<file path="src/smc_defs.vh">
`ifndef SMC_DEFS_VH
`define SMC_DEFS_VH
// register byte offsets
`define SMC_OFF_STOP_A     8'h00
`define SMC_OFF_STOP_B     8'h04
`define SMC_OFF_SYSCTRL    8'h08
`define SMC_OFF_STBYCTRL   8'h0c
`define SMC_OFF_STATUS     8'h10
// module stop bit positions in module_stop_ctrl_a
`define SMC_BIT_SERIAL     0
`define SMC_BIT_MFTIMER    1
`define SMC_BIT_MOTOR      2
`define SMC_BIT_CMTIMER    3
`define SMC_BIT_ADC        4
// reset values
`define SMC_STOP_A_RST     16'h001f
`define SMC_STOP_B_RST     16'h0000
`define SMC_SYSCTRL_RST    8'h01
`define SMC_STBYCTRL_RST   8'h00
// field positions
`define SMC_BIT_RAMEN      0
`define SMC_BIT_SWSTBY     7
`define SMC_BIT_FLOAT      6
// number of gated modules
`define SMC_NMOD           32
// axi responses
`define SMC_RESP_OKAY      2'b00
`define SMC_RESP_SLVERR    2'b10
`endif

</file>
<file path="src/smc_standby_ctrl.v">
`timescale 1ns/1ps
// Contract
// - standby pin low forces hardware standby from any mode
// - in hardware standby all logic held reset, RAM contents kept
// - standby released with reset pin low gives reset, oscillator restart
// - power-on reset release runs reset exception then program execution
// - stop bit 1 halts module after current bus cycle, CPU runs
// - stop bit 0 resumes module after current bus cycle
// - module in standby keeps its internal state initialised
// - serial, timers, compare timer, converter start stopped after reset
// - register access to a stopped module has no effect
// - interrupts of a stopped module are not serviced
// - software standby with float select 0 keeps port outputs
// - resets sampled on rising edge, interrupt pins on falling edge
// - stop bits in two 16-bit registers, 1 stops module
`include "smc_defs.vh"
module smc_standby_ctrl (
  input  wire        core_clk,          // system clock
  input  wire        rst,               // async reset, active high
  input  wire        hw_standby_n,      // hardware standby pin
  input  wire        power_on_reset_n,  // power-on reset pin
  input  wire        manual_reset_n,    // manual reset pin
  input  wire        nmi_pin,           // nonmaskable interrupt pin
  input  wire        irq_pin,           // external interrupt pin
  input  wire        sleepEnter,        // cpu sleep instruction pulse
  input  wire        wakeEvent,         // sleep and software standby wake pulse
  input  wire        busCycleEnd,       // current bus cycle ends
  input  wire [31:0] modIrqReq,         // per-module interrupt requests
  input  wire        dtcAccessReq,      // transfer controller data request
  input  wire        traceAccessReq,    // debug trace data request
  input  wire        busMasterCpu,      // access comes from the cpu
  input  wire [7:0]  s_axi_awaddr,      // write address
  input  wire        s_axi_awvalid,     // write address valid
  output reg         s_axi_awready,     // write address ready
  input  wire [31:0] s_axi_wdata,       // write data
  input  wire [3:0]  s_axi_wstrb,       // write strobes
  input  wire        s_axi_wvalid,      // write data valid
  output reg         s_axi_wready,      // write data ready
  output reg  [1:0]  s_axi_bresp,       // write response
  output reg         s_axi_bvalid,      // write response valid
  input  wire        s_axi_bready,      // write response ready
  input  wire [7:0]  s_axi_araddr,      // read address
  input  wire        s_axi_arvalid,     // read address valid
  output reg         s_axi_arready,     // read address ready
  output reg  [31:0] s_axi_rdata,       // read data
  output reg  [1:0]  s_axi_rresp,       // read response
  output reg         s_axi_rvalid,      // read response valid
  input  wire        s_axi_rready,      // read response ready
  output reg         hwStandbyActive,   // in hardware standby
  output reg         coreResetActive,   // core held in reset state
  output reg         oscRunEn,          // oscillator enable
  output reg         resetExcPulse,     // reset exception start pulse
  output reg         manualResetPulse,  // manual reset request pulse
  output reg         nmiSampled,        // nmi sampled on falling edge
  output reg         irqSampled,        // irq sampled on falling edge
  output reg         ramEnable,         // ram enable bit
  output reg  [31:0] moduleRun,         // per-module clock enable
  output reg  [31:0] moduleInit,        // per-module hold in init
  output reg  [31:0] modIrqOut,         // gated interrupt requests
  output reg         portHold,          // freeze port outputs
  output reg         portFloat,         // float port outputs
  output reg         sleepActive,       // cpu in sleep
  output reg         dtcGrant,          // transfer controller grant
  output reg         traceGrant         // debug trace grant
);
  localparam ST_RESET = 2'd0;
  localparam ST_RUN   = 2'd1;
  localparam ST_SLEEP = 2'd2;
  localparam ST_SWSTB = 2'd3;

  // standby pin is an async reset, released through two flops
  reg stbySync1_reg;
  reg stbySync2_reg;
  wire sysRst = rst | ~hw_standby_n;
  always @(posedge core_clk or posedge sysRst)
  begin
    if (sysRst)
    begin
      stbySync1_reg <= 1'b0;
      stbySync2_reg <= 1'b0;
    end
    else
    begin
      stbySync1_reg <= 1'b1;
      stbySync2_reg <= stbySync1_reg;
    end
  end
  wire intRst = ~stbySync2_reg;

  // pin synchronisers, resets on rising edge
  reg porS1_reg, porS2_reg, mresS1_reg, mresS2_reg, porPrev_reg, mresPrev_reg;
  always @(posedge core_clk or posedge intRst)
  begin
    if (intRst)
    begin
      porS1_reg    <= 1'b0;
      porS2_reg    <= 1'b0;
      mresS1_reg   <= 1'b1;
      mresS2_reg   <= 1'b1;
      porPrev_reg  <= 1'b0;
      mresPrev_reg <= 1'b1;
    end
    else
    begin
      porS1_reg    <= power_on_reset_n;
      porS2_reg    <= porS1_reg;
      mresS1_reg   <= manual_reset_n;
      mresS2_reg   <= mresS1_reg;
      porPrev_reg  <= porS2_reg;
      mresPrev_reg <= mresS2_reg;
    end
  end

  // interrupt pins sampled on falling edge
  reg nmiS1_reg, nmiS2_reg, irqS1_reg, irqS2_reg;
  always @(negedge core_clk or posedge intRst)
  begin
    if (intRst)
    begin
      nmiS1_reg <= 1'b0;
      nmiS2_reg <= 1'b0;
      irqS1_reg <= 1'b0;
      irqS2_reg <= 1'b0;
    end
    else
    begin
      nmiS1_reg <= nmi_pin;
      nmiS2_reg <= nmiS1_reg;
      irqS1_reg <= irq_pin;
      irqS2_reg <= irqS1_reg;
    end
  end

  // control registers
  reg [15:0] stopA_reg, stopB_reg;
  reg [7:0]  sysCtrl_reg, stbyCtrl_reg;
  reg [1:0]  state_reg, state_next;
  wire [31:0] stopAll = {stopB_reg, stopA_reg};

  // axi write path: take address and data in any order
  reg        awHeld_reg, wHeld_reg;
  reg [7:0]  awAddr_reg;
  reg [31:0] wData_reg;
  reg [3:0]  wStrb_reg;
  wire doWrite = awHeld_reg & wHeld_reg & ~s_axi_bvalid;
  wire wrHit = (awAddr_reg == `SMC_OFF_STOP_A) |
               (awAddr_reg == `SMC_OFF_STOP_B) |
               (awAddr_reg == `SMC_OFF_SYSCTRL) |
               (awAddr_reg == `SMC_OFF_STBYCTRL);
  always @(posedge core_clk or posedge intRst)
  begin
    if (intRst)
    begin
      awHeld_reg    <= 1'b0;
      wHeld_reg     <= 1'b0;
      awAddr_reg    <= 8'h00;
      wData_reg     <= 32'h00000000;
      wStrb_reg     <= 4'h0;
      s_axi_awready <= 1'b0;
      s_axi_wready  <= 1'b0;
      s_axi_bvalid  <= 1'b0;
      s_axi_bresp   <= `SMC_RESP_OKAY;
      stopA_reg     <= `SMC_STOP_A_RST;
      stopB_reg     <= `SMC_STOP_B_RST;
      sysCtrl_reg   <= `SMC_SYSCTRL_RST;
      stbyCtrl_reg  <= `SMC_STBYCTRL_RST;
    end
    else
    begin
      s_axi_awready <= ~awHeld_reg & s_axi_awvalid & ~s_axi_awready;
      s_axi_wready  <= ~wHeld_reg & s_axi_wvalid & ~s_axi_wready;
      if (s_axi_awvalid & s_axi_awready)
      begin
        awHeld_reg <= 1'b1;
        awAddr_reg <= s_axi_awaddr;
      end
      if (s_axi_wvalid & s_axi_wready)
      begin
        wHeld_reg <= 1'b1;
        wData_reg <= s_axi_wdata;
        wStrb_reg <= s_axi_wstrb;
      end
      if (doWrite)
      begin
        awHeld_reg   <= 1'b0;
        wHeld_reg    <= 1'b0;
        s_axi_bvalid <= 1'b1;
        s_axi_bresp  <= wrHit ? `SMC_RESP_OKAY : `SMC_RESP_SLVERR;
        // stop registers only change for cpu writes
        if (awAddr_reg == `SMC_OFF_STOP_A && busMasterCpu)
        begin
          if (wStrb_reg[0]) stopA_reg[7:0]  <= wData_reg[7:0];
          if (wStrb_reg[1]) stopA_reg[15:8] <= wData_reg[15:8];
        end
        if (awAddr_reg == `SMC_OFF_STOP_B && busMasterCpu)
        begin
          if (wStrb_reg[0]) stopB_reg[7:0]  <= wData_reg[7:0];
          if (wStrb_reg[1]) stopB_reg[15:8] <= wData_reg[15:8];
        end
        if (awAddr_reg == `SMC_OFF_SYSCTRL && wStrb_reg[0])
          sysCtrl_reg <= wData_reg[7:0];
        if (awAddr_reg == `SMC_OFF_STBYCTRL && wStrb_reg[0])
          stbyCtrl_reg <= wData_reg[7:0];
      end
      else if (s_axi_bvalid & s_axi_bready)
        s_axi_bvalid <= 1'b0;
    end
  end

  // axi read path, one cycle after address
  always @(posedge core_clk or posedge intRst)
  begin
    if (intRst)
    begin
      s_axi_arready <= 1'b0;
      s_axi_rvalid  <= 1'b0;
      s_axi_rdata   <= 32'h00000000;
      s_axi_rresp   <= `SMC_RESP_OKAY;
    end
    else
    begin
      s_axi_arready <= s_axi_arvalid & ~s_axi_arready & ~s_axi_rvalid;
      if (s_axi_arvalid & s_axi_arready)
      begin
        s_axi_rvalid <= 1'b1;
        s_axi_rresp  <= `SMC_RESP_OKAY;
        case (s_axi_araddr)
          `SMC_OFF_STOP_A:   s_axi_rdata <= {16'h0000, stopA_reg};
          `SMC_OFF_STOP_B:   s_axi_rdata <= {16'h0000, stopB_reg};
          `SMC_OFF_SYSCTRL:  s_axi_rdata <= {24'h000000, sysCtrl_reg};
          `SMC_OFF_STBYCTRL: s_axi_rdata <= {24'h000000, stbyCtrl_reg};
          `SMC_OFF_STATUS:   s_axi_rdata <= {28'h0000000, portHold,
                                             sleepActive, state_reg};
          default:
          begin
            s_axi_rdata <= 32'h00000000;
            s_axi_rresp <= `SMC_RESP_SLVERR;
          end
        endcase
      end
      else if (s_axi_rvalid & s_axi_rready)
        s_axi_rvalid <= 1'b0;
    end
  end

  // power mode sequencer
  always @*
  begin
    state_next = state_reg;
    case (state_reg)
      ST_RESET:
        if (porS2_reg) state_next = ST_RUN;
      ST_RUN:
        if (sleepEnter)
          state_next = stbyCtrl_reg[`SMC_BIT_SWSTBY] ? ST_SWSTB : ST_SLEEP;
      ST_SLEEP:
        if (wakeEvent) state_next = ST_RUN;
      ST_SWSTB:
        if (wakeEvent) state_next = ST_RUN;
      default:
        state_next = ST_RESET;
    endcase
    if (!porS2_reg) state_next = ST_RESET;
    else if (!mresS2_reg && state_reg != ST_RESET) state_next = ST_RUN;
  end

  // sequencer state and mode outputs
  always @(posedge core_clk or posedge intRst)
  begin
    if (intRst)
    begin
      state_reg        <= ST_RESET;
      hwStandbyActive  <= 1'b1;
      coreResetActive  <= 1'b1;
      oscRunEn         <= 1'b0;
      resetExcPulse    <= 1'b0;
      manualResetPulse <= 1'b0;
      nmiSampled       <= 1'b0;
      irqSampled       <= 1'b0;
      ramEnable        <= 1'b0;
      portHold         <= 1'b0;
      portFloat        <= 1'b0;
      sleepActive      <= 1'b0;
      dtcGrant         <= 1'b0;
      traceGrant       <= 1'b0;
    end
    else
    begin
      state_reg        <= state_next;
      hwStandbyActive  <= 1'b0;
      coreResetActive  <= (state_next == ST_RESET);
      oscRunEn         <= (state_next != ST_SWSTB);
      resetExcPulse    <= porS2_reg & ~porPrev_reg;
      manualResetPulse <= ~mresS2_reg & mresPrev_reg & porS2_reg;
      nmiSampled       <= nmiS2_reg;
      irqSampled       <= irqS2_reg;
      ramEnable        <= sysCtrl_reg[`SMC_BIT_RAMEN];
      portHold         <= (state_next == ST_SWSTB) &
                          ~stbyCtrl_reg[`SMC_BIT_FLOAT];
      portFloat        <= (state_next == ST_SWSTB) &
                          stbyCtrl_reg[`SMC_BIT_FLOAT];
      sleepActive      <= (state_next == ST_SLEEP);
      dtcGrant         <= dtcAccessReq & (state_next == ST_RUN);
      traceGrant       <= traceAccessReq & (state_next == ST_RUN);
    end
  end

  // per-module gating, applied at bus cycle end
  genvar i;
  generate
    for (i = 0; i < `SMC_NMOD; i = i + 1)
    begin : gModule
      always @(posedge core_clk or posedge intRst)
      begin
        if (intRst)
        begin
          moduleRun[i]  <= 1'b0;
          moduleInit[i] <= 1'b1;
          modIrqOut[i]  <= 1'b0;
        end
        else
        begin
          if (busCycleEnd)
          begin
            moduleRun[i]  <= ~stopAll[i];
            moduleInit[i] <= stopAll[i];
          end
          modIrqOut[i] <= modIrqReq[i] & moduleRun[i];
        end
      end
    end
  endgenerate
endmodule // smc_standby_ctrl

</file>
<file path="config.mk">
export PLATFORM = sky130hd
export DESIGN_NAME = smc_standby_ctrl
export DESIGN_NICKNAME = d
export VERILOG_FILES = /design/src/smc_standby_ctrl.v
export VERILOG_INCLUDE_DIRS = /design/src
export SDC_FILE = /design/constraint.sdc
export NUM_CORES = 1
export LEC_CHECK = 0
export ABC_AREA = 1
export ABC_CLOCK_PERIOD_IN_PS = 8900
export BUFFER_PORTS_ARGS = -buffer_cell sky130_fd_sc_hd__buf_4
export CORE_ASPECT_RATIO = 0.8
export CORE_UTILIZATION = 47
export DETAILED_ROUTE_END_ITERATION = 7
export PLACE_DENSITY = 0.74
export REMOVE_ABC_BUFFERS = 1
export SETUP_SLACK_MARGIN = 0.02
export SLEW_MARGIN = 20
export SYNTH_ARGS = -nofsm -noshare
export SYNTH_HDL_FRONTEND = slang
export SYNTH_SLANG_ARGS = --single-unit
</file>
<file path="constraint.sdc">
create_clock -name core_clk -period 8.9 [get_ports core_clk]
set_input_delay 0.445 -clock core_clk [delete_from_list [all_inputs] [get_ports core_clk]]
set_output_delay 0.445 -clock core_clk [all_outputs]
set_load 0.1 [all_outputs]
</file>
== Word level (Yosys, flattened, before mapping) ==
Index checks and enable logic that the tools add are counted.

* Register bits after elaboration: 240
* Input port bits: 102
* Output and inout port bits: 150
* Logic and storage cells: 294

* Eq/ne operators: 14
* Multiplexer cells: 17
* Bitwise operators: 99
* Reductions and logical operators: 23

{| class="wikitable"
|+ Operators with widths
! operator !! number
|-
| $pmux W16 S5 || 1
|-
| $and A1 B1 Y1 || 52
|-
| $not A1 Y1 || 43
|-
| $eq A8 B4 Y1 const B || 4
|-
| $eq A8 B3 Y1 const B || 2
|-
| $logic_not A8 Y1 || 2
|-
| $mux W2 || 6
|-
| $reduce_and A3 Y1 || 4
|-
| $reduce_bool A2 Y1 || 5
|-
| $mux W1 || 9
|-
| $eq A2 B2 Y1 const B || 4
|-
| $eq A8 B5 Y1 const B || 1
|-
| $pmux W2 S3 || 1
|-
| $logic_and A1 B1 Y1 || 5
|-
| $reduce_or A5 Y1 || 1
|-
| $eq A2 B1 Y1 const B || 2
|-
| $logic_not A2 Y1 || 2
|-
| $or A1 B1 Y1 || 4
|-
| $reduce_and A2 Y1 || 2
|-
| $ne A2 B2 Y1 const B || 1
|-
| $reduce_or A2 Y1 || 1
|-
| $logic_not A1 Y1 || 1
|}

== Depth between registers and ports, before layout ==
* Word-level depth: 7
* Mapped depth: 8
* Mapped depth without buffers: 7

==> flow_summary.toml <==
[cells_and_area]
diodes = 0
layoutNonFillerInstCount = 1297
biggestRegsByFlops = "modIrqOut: 32 flops, moduleInit: 32 flops, moduleRun: 32 flops"
layout.nets = 1159
drive_gt1_share_pct = 32.3
area.growth.synth_to_final_pct = 28.7

[yosys]
synthesis.instances = 841
synth.largest_area_cell = "dfrtp_1"
synth_sequential_area_ratio_pct = 65.5
synth_cell_area_sq_um = 8570
yosysUniqueCellTypes = 31
synth-seq-cells = 222
post_synth_main_area_contributors = "dfrtp_1 (51%), dfstp_2 (13%), nand2_1 (12%), inv_1 (3.2%), o21a_1 (2.8%)"
syn_area_per_cell_sq_um = 10.2
yosysWarningCount = 0
synth_top_area_share_pct = 51.1

[power_and_ir_drop]
power_frac_seq_pct = 44.4
power-per-cell-area_nw_per_um2 = 238
design_power_total_w = 0.00262
leakagePower_nw = 5.55
clock_power_share_pct = 34.9
internal-power_w = 0.00177
power_switching_share_pct = 32.4
p_sw_w = 0.000848
peakVddDrop_mv = 0.190
share_comb_of_total_power_pct = 20.7

[placed_design]
finalWeightedCongestion = 0.758
hpwl_mm = 12.5
placed_cell_count = 1256
place_ws_ns = 3.49
place.port_buffers = 215

[floorplanning]
boundaryPins = 252
dieArea_sq_um = 18800
fp.dieW_um = 153
initial_core_util_pct = 48.7
num_rows = 43
die_h_um = 123
core_area_sq_um = 17600

[setup_path]
cell_depth_of_the_worst_setup_path = 0
timing.rr.start = "stbySync2_reg$_DFF_PP0_"
critical_path_peak_fanout = 69
timing.critical_path.arrival_ns = 1.51
crit_path_end_kind = "async pin"
worst_setup_path_startpoint = "stbySync2_reg$_DFF_PP0_"
worstSetupPathType = "reg -> async"
worst_r2r_path_depth = 0
start_kind = "register"
regToRegEndpoint = "nmiS1_reg$_DFF_NN0_"
worst-r2r-setup-slack_ns = 3.55
worst_ep_required_ns = 5.06

[grt]
groute.usage.overall_pct = 20.7
number_of_antenna_violations_at_the_first_check_in_global_routing = 0
grt.met2_usage_pct = 32.6
globalRouteMet3Util_pct = 4.70
grt_remaining_overflow = 0
grt-busiest-layer = "met2"
grt_start_max_net_pins = 79
grt_pass1_wl_mm = 30.5
number_of_global_route_vias_before_repair = 5854
grtUsageMet1_pct = 29.5

[sta]
worst_clock_skew_ns = 0.0145
final-max-slew-violation-count = 0
max_slew.worst_pin.slew_ns = 1.03
grt_setup_unrepaired = "no"
final-setup-viol-count = 0
slew_headroom_pct = 31.0
final_hold_viol_count = 0
final_ws_setup_ns = 3.55

[worst_hold_path]
timing.hold.worst.start = "manual_reset_n"
worstHoldPathType = "in -> reg"
whs_path_depth = 1
hold_path_endpoint = "mresS1_reg$_DFF_PN1_"

[clocking]
tritoncts_num_sinks = 222
cts.reportedPaths.clkPinSlew_ns = 0.06
numCtsBuffers = 22
clk-insertion-delay-late_ns = 0.50
clock-root-buffer = "clkbuf_16"
cts_htree_levels = 1
cts.repair.resized = 0
maximum_number_of_buffers_from_clock_root_to_sink = 3
post_cts_buffers = 0
tritoncts = "built"

[drt]
wire_per_inst_um = 14.7
drt_first_pass_iters = 4
totalWireLength_mm = 19.1
remaining_drc_errors = 0
count_of_antenna_violating_nets_left_after_detailed_routing = 0
vias = 6245
violation_count_after_the_first_detailed_route_iteration = 374
vias_per_cell = 4.81

[flow_run]
cap_violations = 0

[run_status]
result_of_the_run = "finished clean"
==> cells by family (layout without fill, tap and decap cells) <==
family,Yosys count,after routing,share of synthesized area (%)
buffers and inverters,122,335,6.59
DFF,222,222,65.5
AOI/OAI and AO/OA,119,119,9.00
other,2,20,0.0877
and+or+nand+nor,372,372,18.3
muxes,4,4,0.526
==> final cells by class <==
class | instances | area, sq um
Clock buffer | 33 | 662
Clock inverter | 6 | 66.3
Fill cell | 1505 | 6570
Inverter | 76 | 285
Multi-Input combinational cell | 515 | 2460
Sequential cell | 222 | 5610
Tap cell | 225 | 282
Timing Repair Buffer | 220 | 1660
==> layer usage <==
metal | vias up | wire length (um) | share of wire [%]
li1 | 3061 | - | -
met1 | 2967 | 8870 | 46
met5 | - | 0 | 0
met4 | 0 | 303 | 1.6
met2 | 192 | 8720 | 46
met3 | 25 | 1230 | 6.4
==> worst max-delay path by stage <==
stage / to / slack (ns)
floorplan: irqS1_reg$_DFF_NN0_ / -1.91
detailed placement: nmiS1_reg$_DFF_NN0_ / 3.49
CTS: nmiS1_reg$_DFF_NN0_ / 3.49
finish: nmiS1_reg$_DFF_NN0_ / 3.55
global placement: nmiS1_reg$_DFF_NN0_ / 3.49
global route: irqS1_reg$_DFF_NN0_ / 3.37
==> cell usage after synthesis <==
cell type    n
nand2_1    279
dfrtp_1    175
inv_1       73
dfstp_2     43
nand3_1     37
o21a_1      32
nor2_1      30
o21ai_1     24
o21ai_2     24
o21ai_0     23
buf_4       20
a21oi_1     13
buf_2       13
clkbuf_1     9
nor2_2       7
nand4_1      5
dfrtn_1      4
mux2_2       4
nand2_2      4
nand3_2      4
nand3_4      3
buf_1        2
buf_6        2
conb_1       2
inv_2        2
o22ai_1      2
clkinv_1     1
nand3b_1     1
nor3_4       1
nor3b_1      1
o21bai_1     1
==> layout by cell type (no fill, tap or decap) <==
cell type,count
clkbuf_8,7
clkbuf_1,4
buf_4,218
o21ai_2,24
nand2_2,4
nor2_2,7
clkinv_2,4
o22ai_1,2
a21oi_1,13
nand3b_1,1
o21ai_0,23
nor2_1,30
nand3_2,4
bufinv_16,1
nand4_1,5
nand2_1,279
mux2_2,4
o21bai_1,1
dfstp_2,43
conb_1,20
nor3_4,1
clkinv_1,1
o21a_1,32
dfrtp_1,174
inv_2,2
nand3_1,37
clkbuf_16,22
nor3b_1,1
inv_1,73
clkinv_8,1
nand3_4,3
dfrtp_4,1
dfrtn_1,4
o21ai_1,24
dlygate4sd3_1,2
==> power by group through the flow <==
stage | clock [W] | combinational (W) | sequential (W)
3_3_place_gp | 0 | 0.000534 | 0.00117
2_1_floorplan | 0 | 0.000191 | 0.00139
6_report | 0.000914 | 0.000541 | 0.00116
4_1_cts | 0.000940 | 0.000546 | 0.00116
3_5_place_dp | 0 | 0.000543 | 0.00118
5_1_grt | 0.000976 | 0.000582 | 0.00117
==> what timing repair did <==
item | in CTS | in global routing
endpoints found under the hold margin | 2 | 0
endpoints found under the setup margin | 0 | 0
hold buffers | 2 | 0
==> per-stage QoR <==
stage / hold WS [ns] / setup TNS (ns) / util, % / area [sq um]
floorplan: 0.242 / -7.65 / - / 8350
global placement: 0.295 / 0 / 58.4 / 10300
detailed placement: 0.297 / 0 / 58.4 / 10300
CTS: 0.0383 / 0 / 62.7 / 11000
global route: 0.0401 / 0 / 62.7 / 11000
finish: 0.0555 / 0 / 62.7 / 11000
No activity file was read; power rests on OpenSTA's default activity.
